$ cat config.mk
export PLATFORM = sky130hd
export DESIGN_NAME = afe_regbank
export DESIGN_NICKNAME = d
export VERILOG_FILES = /design/src/core/afe_pkg.sv /design/src/core/afe_corr.sv /design/src/core/afe_regbank.sv
export SDC_FILE = /design/constraint.sdc
export NUM_CORES = 2
export LEC_CHECK = 0
export ABC_CLOCK_PERIOD_IN_PS = 12300
export BUFFER_PORTS_ARGS = -buffer_cell sky130_fd_sc_hd__buf_4
export CAP_MARGIN = 30
export CORE_MARGIN = 2
export CORE_UTILIZATION = 25
export CTS_CLUSTER_DIAMETER = 150
export DETAILED_ROUTE_END_ITERATION = 16
export PLACE_DENSITY = 0.39
export SLEW_MARGIN = 10
export SYNTH_ARGS = -nofsm -noshare
export SYNTH_HDL_FRONTEND = slang
export SYNTH_SLANG_ARGS = --single-unit
$ cat constraint.sdc
create_clock -name ref_clk -period 12.3 [get_ports ref_clk]
set_input_delay 1.23 -clock ref_clk [delete_from_list [all_inputs] [get_ports ref_clk]]
set_output_delay 1.23 -clock ref_clk [all_outputs]
set_load 0.005 [all_outputs]
$ cat src/core/afe_pkg.sv
// Constants, field positions and carrier types for the front-end register bank.
// Assumes a single 50 MHz clock domain and a serial front end that issues word requests.
//
// Overview of operation
// - Every register is a separately addressable word of at most 24 bits.
// - Status width fields reformat the address-zero result.
// - Read/write grouping fields choose the looped address set.
// - Read-only result at address zero, MSB first.
// - Modulator output is read/write at 0x08.
// - Start delay register is mapped at 0x09.
// - Status/communication register is read/write at 0x0C.
// - Offset correction register is read/write at 0x0F.
// - Gain correction applied when its enable is set.
// - Security register holds password and map checksum.
// - Result held steady while a read is in progress.
// - Start delay write restarts the converter.
package afe_pkg;

    localparam int unsigned DATA_W = 24;
    localparam int unsigned ADDR_W = 5;

    // ****************************************************************
    // Register addresses.
    // ****************************************************************
    localparam logic [4:0] ADDR_RESULT  = 5'h00;
    localparam logic [4:0] ADDR_MOD     = 5'h08;
    localparam logic [4:0] ADDR_DELAY   = 5'h09;
    localparam logic [4:0] ADDR_GAIN    = 5'h0B;
    localparam logic [4:0] ADDR_STATUS  = 5'h0C;
    localparam logic [4:0] ADDR_SETUP_A = 5'h0D;
    localparam logic [4:0] ADDR_SETUP_B = 5'h0E;
    localparam logic [4:0] ADDR_OFFSET  = 5'h0F;
    localparam logic [4:0] ADDR_GCORR   = 5'h10;
    localparam logic [4:0] ADDR_SECURE  = 5'h1F;

    // ****************************************************************
    // Field positions and widths.
    // ****************************************************************
    localparam int unsigned MOD_W        = 4;
    localparam int unsigned DELAY_W      = 12;
    localparam int unsigned PGA_W        = 3;
    localparam int unsigned STAT_READ_HI = 23;
    localparam int unsigned STAT_READ_LO = 22;
    localparam int unsigned STAT_WRITE   = 21;
    localparam int unsigned STAT_WCRC    = 18;
    localparam int unsigned STAT_WDAT_HI = 17;
    localparam int unsigned STAT_WDAT_LO = 16;
    localparam int unsigned SETB_EN_OFF  = 1;
    localparam int unsigned SETB_EN_GAIN = 0;
    localparam int unsigned SEC_KEY_LO   = 16;
    localparam int unsigned CRC_W        = 16;

    // ****************************************************************
    // Reset values.
    // ****************************************************************
    localparam logic [23:0] RST_MOD    = 24'h000003;
    localparam logic [23:0] RST_STATUS = 24'hA10000;
    localparam logic [23:0] RST_ZERO   = 24'h000000;

    // ****************************************************************
    // Encodings of the looping and width fields.
    // ****************************************************************
    localparam logic [1:0] LOOP_STATIC = 2'h0;
    localparam logic [1:0] LOOP_GROUP  = 2'h1;
    localparam logic [1:0] LOOP_TYPE   = 2'h2;
    localparam logic [1:0] LOOP_MAP    = 2'h3;
    localparam logic [1:0] FMT_16      = 2'h0;
    localparam logic [1:0] FMT_24      = 2'h1;
    localparam logic [1:0] FMT_32_ZERO = 2'h2;
    localparam logic [1:0] FMT_32_SIGN = 2'h3;

    typedef struct packed {
        logic [4:0]  addr;
        logic        wr;
        logic        rd;
        logic [23:0] wdata;
    } afe_req_t;

endpackage

$ cat src/core/afe_corr.sv
// Digital offset and gain correction of each new raw conversion.
// Assumes raw samples arrive as one-cycle valid pulses in the ref_clk domain.
`timescale 1ns/1ps
`default_nettype none
module afe_corr #(
    parameter int unsigned W = 24
) (
    input  wire logic         ref_clk,  // System clock.
    input  wire logic         rst,      // Synchronous reset, active high.
    input  wire logic [W-1:0] raw,      // Raw two's complement sample.
    input  wire logic         raw_vld,  // Raw sample strobe.
    input  wire logic [W-1:0] offset,   // Offset correction word.
    input  wire logic [W-1:0] gain,     // Gain correction word, 1.23 signed fraction.
    input  wire logic         en_off,   // Offset correction enable.
    input  wire logic         en_gain,  // Gain correction enable.
    output logic      [W-1:0] corr,     // Corrected sample.
    output logic              corr_vld  // Corrected sample strobe.
);

    logic [W-1:0]   corr_ff;
    logic           vld_ff;
    wire  [W-1:0]   with_off = en_off ? W'(raw + offset) : raw;
    wire  [2*W-1:0] product  = (2*W)'($signed(with_off) * $signed(gain));
    wire  [W-1:0]   scaled   = product[2*W-2:W-1];
    wire  [W-1:0]   nxt_corr = en_gain ? W'(with_off + scaled) : with_off;

    always_ff @(posedge ref_clk) begin
        if (rst) begin
            corr_ff <= '0;
            vld_ff  <= 1'b0;
        end else begin
            vld_ff <= raw_vld;
            if (raw_vld) begin
                corr_ff <= nxt_corr;
            end
        end
    end

    assign corr     = corr_ff;
    assign corr_vld = vld_ff;

endmodule
`default_nettype wire

$ cat src/core/afe_regbank.sv
// Register bank of the single-channel front end, reached by word requests from the serial front end.
// Assumes the serial framing, checksum engine and converter sit outside and share ref_clk.
`timescale 1ns/1ps
`default_nettype none
module afe_regbank (
    input  wire logic              ref_clk,      // System clock, 50 MHz.
    input  wire logic              rst,          // Synchronous reset, active high.
    input  wire afe_pkg::afe_req_t req,          // Register request from the serial front end.
    input  wire logic              xfer_active,  // High while a result read transfer runs.
    input  wire logic [23:0]       adc_raw,      // Raw conversion from the converter.
    input  wire logic              adc_ready,    // Conversion strobe.
    input  wire logic [3:0]        mod_bits,     // Comparator outputs.
    input  wire logic              mod_update,   // Modulator clock enable.
    input  wire logic [15:0]       map_crc,      // Checksum over the register map.
    output logic      [31:0]       rd_data,      // Read answer.
    output logic                   rd_valid,     // Read answer strobe.
    output logic      [4:0]        next_addr,    // Next address of a looped transfer.
    output logic                   restart,      // Converter restart pulse.
    output logic      [11:0]       start_delay,  // Conversion start delay.
    output logic      [2:0]        pga_sel,      // Amplifier setting.
    output logic      [23:0]       setup_a,      // Converter setup word A.
    output logic      [23:0]       setup_b,      // Converter setup word B.
    output logic                   crc_wide      // Checksum width select.
);

    // ****************************************************************
    // Storage.
    // ****************************************************************
    logic [23:0] result_ff, pend_ff, status_ff, setup_a_ff, setup_b_ff;
    logic [23:0] offset_ff, gcorr_ff;
    logic [3:0]  mod_ff;
    logic [11:0] delay_ff;
    logic [2:0]  pga_ff;
    logic [7:0]  key_ff;
    logic        pend_new_ff;
    logic [31:0] rd_data_ff;
    logic        rd_valid_ff;
    logic        restart_ff;
    logic [4:0]  next_addr_ff;
    logic [23:0] corr;
    logic        corr_vld;

    afe_corr #(.W(afe_pkg::DATA_W)) u_corr (
        .ref_clk  (ref_clk),
        .rst      (rst),
        .raw      (adc_raw),
        .raw_vld  (adc_ready),
        .offset   (offset_ff),
        .gain     (gcorr_ff),
        .en_off   (setup_b_ff[afe_pkg::SETB_EN_OFF]),
        .en_gain  (setup_b_ff[afe_pkg::SETB_EN_GAIN]),
        .corr     (corr),
        .corr_vld (corr_vld)
    );

    // ****************************************************************
    // Decoding.
    // ****************************************************************
    wire [1:0] read_loop  = status_ff[afe_pkg::STAT_READ_HI:afe_pkg::STAT_READ_LO];
    wire       write_loop = status_ff[afe_pkg::STAT_WRITE];
    wire [1:0] width_sel  = status_ff[afe_pkg::STAT_WDAT_HI:afe_pkg::STAT_WDAT_LO];
    wire       wr_mod     = req.wr && (req.addr == afe_pkg::ADDR_MOD);
    wire       wr_delay   = req.wr && (req.addr == afe_pkg::ADDR_DELAY);
    wire       take_pend  = pend_new_ff && !xfer_active;
    logic [31:0] rd_mux;
    logic [4:0]  lo_addr, hi_addr;
    wire  [4:0]  nxt_next = (req.addr == hi_addr) ? lo_addr : 5'(req.addr + 5'h01);

    // Address zero carries the result in the selected width.
    always_comb begin
        if (req.addr == afe_pkg::ADDR_RESULT) begin
            if (width_sel == afe_pkg::FMT_16) begin
                rd_mux = {16'h0000, result_ff[23:8]};
            end else if (width_sel == afe_pkg::FMT_24) begin
                rd_mux = {8'h00, result_ff};
            end else if (width_sel == afe_pkg::FMT_32_ZERO) begin
                rd_mux = {result_ff, 8'h00};
            end else begin
                rd_mux = {{8{result_ff[23]}}, result_ff};
            end
        end else if (req.addr == afe_pkg::ADDR_MOD) begin
            rd_mux = {28'h0000000, mod_ff};
        end else if (req.addr == afe_pkg::ADDR_DELAY) begin
            rd_mux = {20'h00000, delay_ff};
        end else if (req.addr == afe_pkg::ADDR_GAIN) begin
            rd_mux = {29'h0000000, pga_ff};
        end else if (req.addr == afe_pkg::ADDR_STATUS) begin
            rd_mux = {8'h00, status_ff};
        end else if (req.addr == afe_pkg::ADDR_SETUP_A) begin
            rd_mux = {8'h00, setup_a_ff};
        end else if (req.addr == afe_pkg::ADDR_SETUP_B) begin
            rd_mux = {8'h00, setup_b_ff};
        end else if (req.addr == afe_pkg::ADDR_OFFSET) begin
            rd_mux = {8'h00, offset_ff};
        end else if (req.addr == afe_pkg::ADDR_GCORR) begin
            rd_mux = {8'h00, gcorr_ff};
        end else if (req.addr == afe_pkg::ADDR_SECURE) begin
            rd_mux = {8'h00, key_ff, map_crc};
        end else begin
            rd_mux = 32'h00000000;
        end
    end

    // Looped address set: the read field on reads, the write bit on writes.
    always_comb begin
        lo_addr = req.addr;
        hi_addr = req.addr;
        if (req.wr && write_loop && req.addr >= afe_pkg::ADDR_MOD) begin
            lo_addr = afe_pkg::ADDR_MOD;
            hi_addr = afe_pkg::ADDR_SECURE;
        end else if (req.rd && read_loop == afe_pkg::LOOP_MAP) begin
            lo_addr = afe_pkg::ADDR_RESULT;
            hi_addr = afe_pkg::ADDR_SECURE;
        end else if (req.rd && read_loop == afe_pkg::LOOP_TYPE && req.addr >= afe_pkg::ADDR_MOD) begin
            lo_addr = afe_pkg::ADDR_MOD;
            hi_addr = afe_pkg::ADDR_SECURE;
        end else if (req.rd && read_loop == afe_pkg::LOOP_GROUP && req.addr >= afe_pkg::ADDR_MOD) begin
            if (req.addr <= afe_pkg::ADDR_SETUP_B) begin
                lo_addr = afe_pkg::ADDR_MOD;
                hi_addr = afe_pkg::ADDR_SETUP_B;
            end else if (req.addr <= afe_pkg::ADDR_GCORR) begin
                lo_addr = afe_pkg::ADDR_OFFSET;
                hi_addr = afe_pkg::ADDR_GCORR;
            end
        end
    end

    // ****************************************************************
    // Writable registers.
    // ****************************************************************
    always_ff @(posedge ref_clk) begin
        if (rst) begin
            status_ff  <= afe_pkg::RST_STATUS;
            setup_a_ff <= afe_pkg::RST_ZERO;
            setup_b_ff <= afe_pkg::RST_ZERO;
            offset_ff  <= afe_pkg::RST_ZERO;
            gcorr_ff   <= afe_pkg::RST_ZERO;
            delay_ff   <= '0;
            pga_ff     <= '0;
            key_ff     <= '0;
        end else if (req.wr) begin
            if (req.addr == afe_pkg::ADDR_DELAY) begin
                delay_ff <= req.wdata[11:0];
            end else if (req.addr == afe_pkg::ADDR_GAIN) begin
                pga_ff <= req.wdata[2:0];
            end else if (req.addr == afe_pkg::ADDR_STATUS) begin
                status_ff <= req.wdata;
            end else if (req.addr == afe_pkg::ADDR_SETUP_A) begin
                setup_a_ff <= req.wdata;
            end else if (req.addr == afe_pkg::ADDR_SETUP_B) begin
                setup_b_ff <= req.wdata;
            end else if (req.addr == afe_pkg::ADDR_OFFSET) begin
                offset_ff <= req.wdata;
            end else if (req.addr == afe_pkg::ADDR_GCORR) begin
                gcorr_ff <= req.wdata;
            end else if (req.addr == afe_pkg::ADDR_SECURE) begin
                key_ff <= req.wdata[23:16];
            end
        end
    end

    // Modulator bits: software write wins over a same-cycle update.
    always_ff @(posedge ref_clk) begin
        if (rst) begin
            mod_ff <= afe_pkg::RST_MOD[3:0];
        end else if (wr_mod) begin
            mod_ff <= req.wdata[3:0];
        end else if (mod_update) begin
            mod_ff <= mod_bits;
        end
    end

    // ****************************************************************
    // Result latch and answers.
    // ****************************************************************
    always_ff @(posedge ref_clk) begin
        if (rst) begin
            result_ff   <= '0;
            pend_ff     <= '0;
            pend_new_ff <= 1'b0;
        end else begin
            if (corr_vld) begin
                pend_ff <= corr;
            end
            pend_new_ff <= corr_vld || (pend_new_ff && xfer_active);
            if (take_pend) begin
                result_ff <= pend_ff;
            end
        end
    end

    always_ff @(posedge ref_clk) begin
        if (rst) begin
            rd_data_ff   <= '0;
            rd_valid_ff  <= 1'b0;
            restart_ff   <= 1'b0;
            next_addr_ff <= '0;
        end else begin
            rd_valid_ff <= req.rd;
            restart_ff  <= wr_delay;
            if (req.rd) begin
                rd_data_ff <= rd_mux;
            end
            if (req.rd || req.wr) begin
                next_addr_ff <= nxt_next;
            end
        end
    end

    assign rd_data     = rd_data_ff;
    assign rd_valid    = rd_valid_ff;
    assign next_addr   = next_addr_ff;
    assign restart     = restart_ff;
    assign start_delay = delay_ff;
    assign pga_sel     = pga_ff;
    assign setup_a     = setup_a_ff;
    assign setup_b     = setup_b_ff;
    assign crc_wide    = status_ff[afe_pkg::STAT_WCRC];

    // ****************************************************************
    // Assertions.
    // ****************************************************************
    property p_unused_zero;
        @(posedge ref_clk) disable iff (rst)
        (req.rd && req.addr == 5'h05) |=> (rd_valid && rd_data == 32'h00000000);
    endproperty
    a_unused_zero: assert property (p_unused_zero) else $error("unused address did not read zero");

    property p_restart;
        @(posedge ref_clk) disable iff (rst)
        (req.wr && req.addr == 5'h09) |=> restart ##1 !restart || (req.wr && req.addr == 5'h09);
    endproperty
    a_restart: assert property (p_restart) else $error("delay write gave no restart pulse");

    property p_no_restart;
        @(posedge ref_clk) disable iff (rst)
        !(req.wr && req.addr == 5'h09) |=> !restart;
    endproperty
    a_no_restart: assert property (p_no_restart) else $error("spurious restart");

    property p_hold_in_xfer;
        @(posedge ref_clk) disable iff (rst)
        (xfer_active && $past(xfer_active)) |-> $stable(result_ff);
    endproperty
    a_hold_in_xfer: assert property (p_hold_in_xfer) else $error("result changed during read");

    property p_result_24;
        @(posedge ref_clk) disable iff (rst)
        (req.rd && req.addr == 5'h00 && width_sel == 2'h1) |=> rd_data == {8'h00, $past(result_ff)};
    endproperty
    a_result_24: assert property (p_result_24) else $error("24-bit result format wrong");

    property p_result_16;
        @(posedge ref_clk) disable iff (rst)
        (req.rd && req.addr == 5'h00 && width_sel == 2'h0) |=> rd_data[31:16] == 16'h0000;
    endproperty
    a_result_16: assert property (p_result_16) else $error("16-bit result format wrong");

    property p_offset_rw;
        @(posedge ref_clk) disable iff (rst)
        (req.wr && req.addr == 5'h0F) ##1 (!req.wr && !req.rd) ##1 (req.rd && req.addr == 5'h0F && !req.wr)
            |=> rd_data[23:0] == $past(req.wdata, 3);
    endproperty
    a_offset_rw: assert property (p_offset_rw) else $error("offset register readback wrong");

    property p_status_rw;
        @(posedge ref_clk) disable iff (rst)
        (req.wr && req.addr == 5'h0C) |=> status_ff == $past(req.wdata);
    endproperty
    a_status_rw: assert property (p_status_rw) else $error("status register not written");

    property p_secure_crc;
        @(posedge ref_clk) disable iff (rst)
        (req.rd && req.addr == 5'h1F) |=> rd_data[15:0] == $past(map_crc);
    endproperty
    a_secure_crc: assert property (p_secure_crc) else $error("checksum not shown in security word");

    property p_mod_write;
        @(posedge ref_clk) disable iff (rst)
        (req.wr && req.addr == 5'h08) |=> mod_ff == $past(req.wdata[3:0]);
    endproperty
    a_mod_write: assert property (p_mod_write) else $error("modulator register not written");

    property p_rd_valid;
        @(posedge ref_clk) disable iff (rst)
        req.rd |=> rd_valid;
    endproperty
    a_rd_valid: assert property (p_rd_valid) else $error("read gave no answer strobe");

    c_held_sample: cover property (@(posedge ref_clk) disable iff (rst) corr_vld && xfer_active ##[1:20] take_pend);
    c_delay_write: cover property (@(posedge ref_clk) disable iff (rst) restart);
    c_loop_wrap: cover property (@(posedge ref_clk) disable iff (rst) req.rd && req.addr == 5'h1F && read_loop == 2'h3);

endmodule
`default_nettype wire

* After elaboration in Yosys (flattened, before gate mapping)
Cells that the tools add are included.
Word-level totals: bits in registers 260, input bits 80, output and inout bits 103, logic and storage cells 102
Operators by class: $add $sub $neg 3, multiply operators 1, order comparisons 3, eq/ne operators 15, muxes and demuxes 30, bitwise gates (word level) 7, reduce and logical (&&, ||, !) cells 25
Operators with widths (number):
- 2-to-1 mux 24 bit | 11
- 2-to-1 mux 32 bit | 3
- 2-to-1 mux 5 bit | 13
- adder 24 bit | 2
- multiplier 24 x 24 -> 47 bit | 1
- == test 5 x 4 -> 1 bit, second input constant | 7
- 2-to-1 mux 31 bit | 1
- logical AND 1 bit | 11
- == test 5 bit, second input constant | 2
- AND reduction 9 bit | 1
- 2-to-1 mux 4 bit | 2
- AND reduction 8 bit | 1
- NOT 1 bit | 7
- AND reduction 7 bit | 1
- == test 2 bit, second input constant | 3
- AND reduction 6 bit | 1
- adder 5 x 1 -> 5 bit, second input constant | 1
- == test 5 bit | 1
- >= comparator 5 x 4 -> 1 bit, second input constant | 1
- <= comparator 5 x 4 -> 1 bit, second input constant | 1
- <= comparator 5 bit, second input constant | 1
- logical NOT 5 bit | 1
- AND reduction 5 bit | 1
- == test 2 x 1 -> 1 bit, second input constant | 2
- other kinds (7) | 8

* Longest topological paths before layout
word-level depth 11, mapped depth 50, depth with buffers taken out 49

* By module
Synthesis repeated with hierarchy kept, for this count alone.
Unflattened totals: cells, all modules 4019, area total of the unflattened synthesis 34683.3 um^2
By module, submodules not included:
- afe_corr | instances 1, cells each 2617, area each 23779.1 um^2
- afe_regbank | instances 1, cells each 1402, area each 10904.2 um^2

* Least setup slack after synthesis
OpenSTA, ideal clock, no wires.
kind input port to flip-flop, from in adc_raw[0], to reg u_corr.corr_ff[23], in the netlist u_corr.corr[23], library setup time 103 ps, arrival 12171 ps, slack 25 ps, cell stages on the path 48, path buffers 1, cell sequence ha_1 fa_1 a21o_1 a21oi_1 o21bai_1 a2111oi_2 nor2_1 a31oi_1 nor3_1 o31ai_1 mux2i_1 nand2_1 buf_2 nand2_1 fa_1 inv_1 fa_1 inv_1 [... 12 more ...] a211oi_1 a31oi_1 nor2b_1 o21ai_0 nand2b_1 a21oi_1 xnor2_1 ha_1 or3_1 o31a_1 a211oi_2 o21ba_1 o21ai_1 a221oi_2 xnor2_2 xnor2_1 a21oi_1 a2111oi_2
On the way: word-level cells in the longest chain between the ends 5
Ends and longest elaborated chain:
- start: declaration | line afe_regbank.sv:10 | input wire logic [23:0] adc_raw,
- adder 24 bit | line afe_corr.sv:22 | wire [W-1:0] with_off = en_off ? W'(raw + offset) : raw;
- 2-to-1 mux 24 bit (*) | line afe_corr.sv:22
- multiplier 24 x 24 -> 47 bit | line afe_corr.sv:23 | wire [2*W-1:0] product = (2*W)'($signed(with_off) * $signed(gain));
- adder 24 bit | line afe_corr.sv:25 | wire [W-1:0] nxt_corr = en_gain ? W'(with_off + scaled) : with_off;
- 2-to-1 mux 24 bit (*) | line afe_corr.sv:25
- end signal: assignment | line afe_corr.sv:34 | corr_ff <= nxt_corr;
- end: declaration | line afe_corr.sv:20 | logic [W-1:0] corr_ff;
Mark *: on every way between the ends. The rest lies on a longest branch, timed or not. A chain may end at the register's enable or synchronous reset.

* Worst setup path in the final report
from in adc_raw[1], to reg u_corr.corr_ff[23], in the netlist u_corr.corr[23]
Same word-level chain as after synthesis.

==> reports/metrics.cfg <==
[outcome]
status=completed

[sta]
finalHoldViolations=0
min_period_over_period_pct=95.8
timing.fmax_mhz=84.8
post-route-min-period_ns=11.79
fin_tns_setup_ns=0
maxSlewViolCount=0
worst-slew-pin-transition_ns=1.04
max-slew-margin-rel_pct=29.7
setup_viol=0
finalClockSkew_ns=0.0355

[die]
row_count=135
ios=183
initial_core_util_pct=25.1
core_mm2=0.135
die_h_um=373
fp.dieArea_mm2=0.139
die_w_um=373

[yosys]
synthArstFlopShare_pct=0
yosysMostFrequentCell=nand2_1
synth_cell_types=71
yosys_warnings=0
ys_ff_latch=260
syn-num-nets=4853
synth_top_area_cell=fa_1
synth_top_area_share_pct=35.3
synth_edf_count=0
syn_area_per_cell_um2=8.51
netlist_area_mm2=0.0340
netlist_instances=3994
synth_flop_cell=dfxtp_1
seq_area_frac_synth_pct=15.3
synth_common_cells=nand2_1, inv_1, fa_1
synth_area_leaders=fa_1, dfxtp_1, nand2_1, inv_1, ha_1

[cells_and_area]
fin_util_pct=30.2
area_delta_synth_final_pct=20.1
nets=5134
drive_gt1_share_pct=15.8
nFillCells=14566
antenna_cells=0

[routing]
drt_wl_total_um=124000
wl_per_cell_um=20.5
drc=0
via_count=27670
dr.pass1.iters=6
drt_iter0_drc=1631
ant_nets=0
viasPerCell=4.55

[place]
port_buffers=182
hpwl_um=96600
gp_congestion=0.838

[grt]
grt.total_usage_pct=17.8
grt.overflow.total=0
gr-usage-met3_pct=1.84
grt_max_degree=113
top_usage_layer=met2
grt_pass1_vias=29170
antenna_found_initial=3
grt_pass1_wl_um=189000
met1_usage_pct=24.2
met2_usage_pct=30.7

[clock_network]
clockBufferDepth=3
clkLatencyLatePin_ns=0.58
clock_sink_count=260
clk_pin_slew_ns=0.07
cts_tree=built
cts-root-buf=clkbuf_16
cts_htree_levels=1
cts_buffers=28
ctsHoldBuffers=0

[pwr]
power_w=0.00232
p_per_area_mw_per_mm2=56.8
leakage_nw=18.9
ir_worst_vdd_mv=0.0742

[worst_setup_path]
cp_max_fo=7
critPathMostFrequentCell=fa_1
startpoint_type=primary input
required_ns=12.75
critical_path_class=primary input to flop
max_stage_delay_ns=0.51
crit_path_end_kind=flop
r2r_slack_ns=0.85
crit_path_top_delay_cell=fa_1
cp.arrival_ns=12.24

[run]
cap_violations=0

[worst_hold_path]
hold_path_class=flop to flop

## cell families (layout without fill, tap and decap cells)
| kind of cell | Yosys count | in the layout | synth area share (%) |
|---|---|---|---|
| and+or+nand+nor | 1350 | 1350 | 18.1 |
| buffers and inverters | 873 | 1176 | 9.69 |
| adders and majority gates | 779 | 779 | 41.9 |
| AOI/OAI and AO/OA | 583 | 583 | 10.8 |
| DFF | 260 | 260 | 15.3 |
| muxes | 77 | 77 | 2.32 |
| xor gates and xnor gates | 72 | 72 | 1.88 |
## state kept, by name, summed over array words and instances, names as in the netlist, 3 cells and up
| name | flops |
|---|---|
| rd_data | 32 |
| gcorr_ff | 24 |
| offset_ff | 24 |
| pend_ff | 24 |
| result_ff | 24 |
| setup_a | 24 |
| setup_b | 24 |
| status_ff | 24 |
| u_corr.corr | 24 |
| start_delay | 12 |
| key_ff | 8 |
| next_addr | 5 |
| mod_ff | 4 |
| pga_sel | 3 |
## where the power goes
group | total, W | internal, W | switching [W]
Sequential | 0.000878 | 0.000860 | 0.0000179
Combinational | 0.000485 | 0.000201 | 0.000285
Clock | 0.000954 | 0.000579 | 0.000375
Total | 0.00232 | 0.00164 | 0.000678
## timing repair
item,in CTS,in global routing
cloned,0,0
resized for setup,8,108
pin swaps,7,88
setup endpoints to repair,8,14
setup buffers,1,11
## path summary, 6_finish.rpt
kind,startpoint,endpoint,cells after the start
max,adc_raw[1],u_corr.corr[23],47
min,pend_ff[1],result_ff[1],2
max reg2reg,offset_ff[0],u_corr.corr[23],51
min reg2reg,pend_ff[1],result_ff[1],2
## routing by layer
layer  wire (µm)  up-vias
met5          13        -
met4        2410        2
met3        4640      103
met2       60500      520
met1       56800    14053
li1            -    12992
## worst max-delay path: cells and delay by family
family | cells | cell delay [ns]
buffers and inverters | 8 | 0.78
adders and majority gates | 10 | 4.34
xor gates and xnor gates | 4 | 0.62
muxes | 1 | 0.31
AOI/OAI and AO/OA | 20 | 4.46
and+or+nand+nor | 4 | 0.49
## area by class of cell
class / count / area [µm²] / area share (%)
inverters: 640 / 2400 / 5.88
repair buffers: 484 / 3930 / 9.61
clock inverters: 16 / 241 / 0.591
flip-flops and latches: 260 / 5220 / 12.8
multi-input cells: 2861 / 26000 / 63.7
clock buffers: 36 / 791 / 1.94
well taps: 1781 / 2230 / 5.46
## stage by stage
stage               area, µm²  hold slack, ns  std cells  setup slack (ns)
finish                  40800           0.455       6078             0.511
global route            40800           0.468       6078           -0.0304
global placement        39100           0.442       6006            -0.760
detailed placement      39100           0.447       6009            -0.914
CTS                     40200           0.456       6062            0.0123
floorplan               34000           0.431       3994            0.0251
## placed cells by master (no fill, tap or decap), types with 62 or more instances in the layout
cell       n
nand2_1  719
inv_1    634
fa_1     590
buf_4    453
and2_1   297
a21oi_1  251
dfxtp_1  248
nor2_1   179
ha_1     169
o21ai_0   73
mux2i_1   62
(Power assumes the default switching activity.)
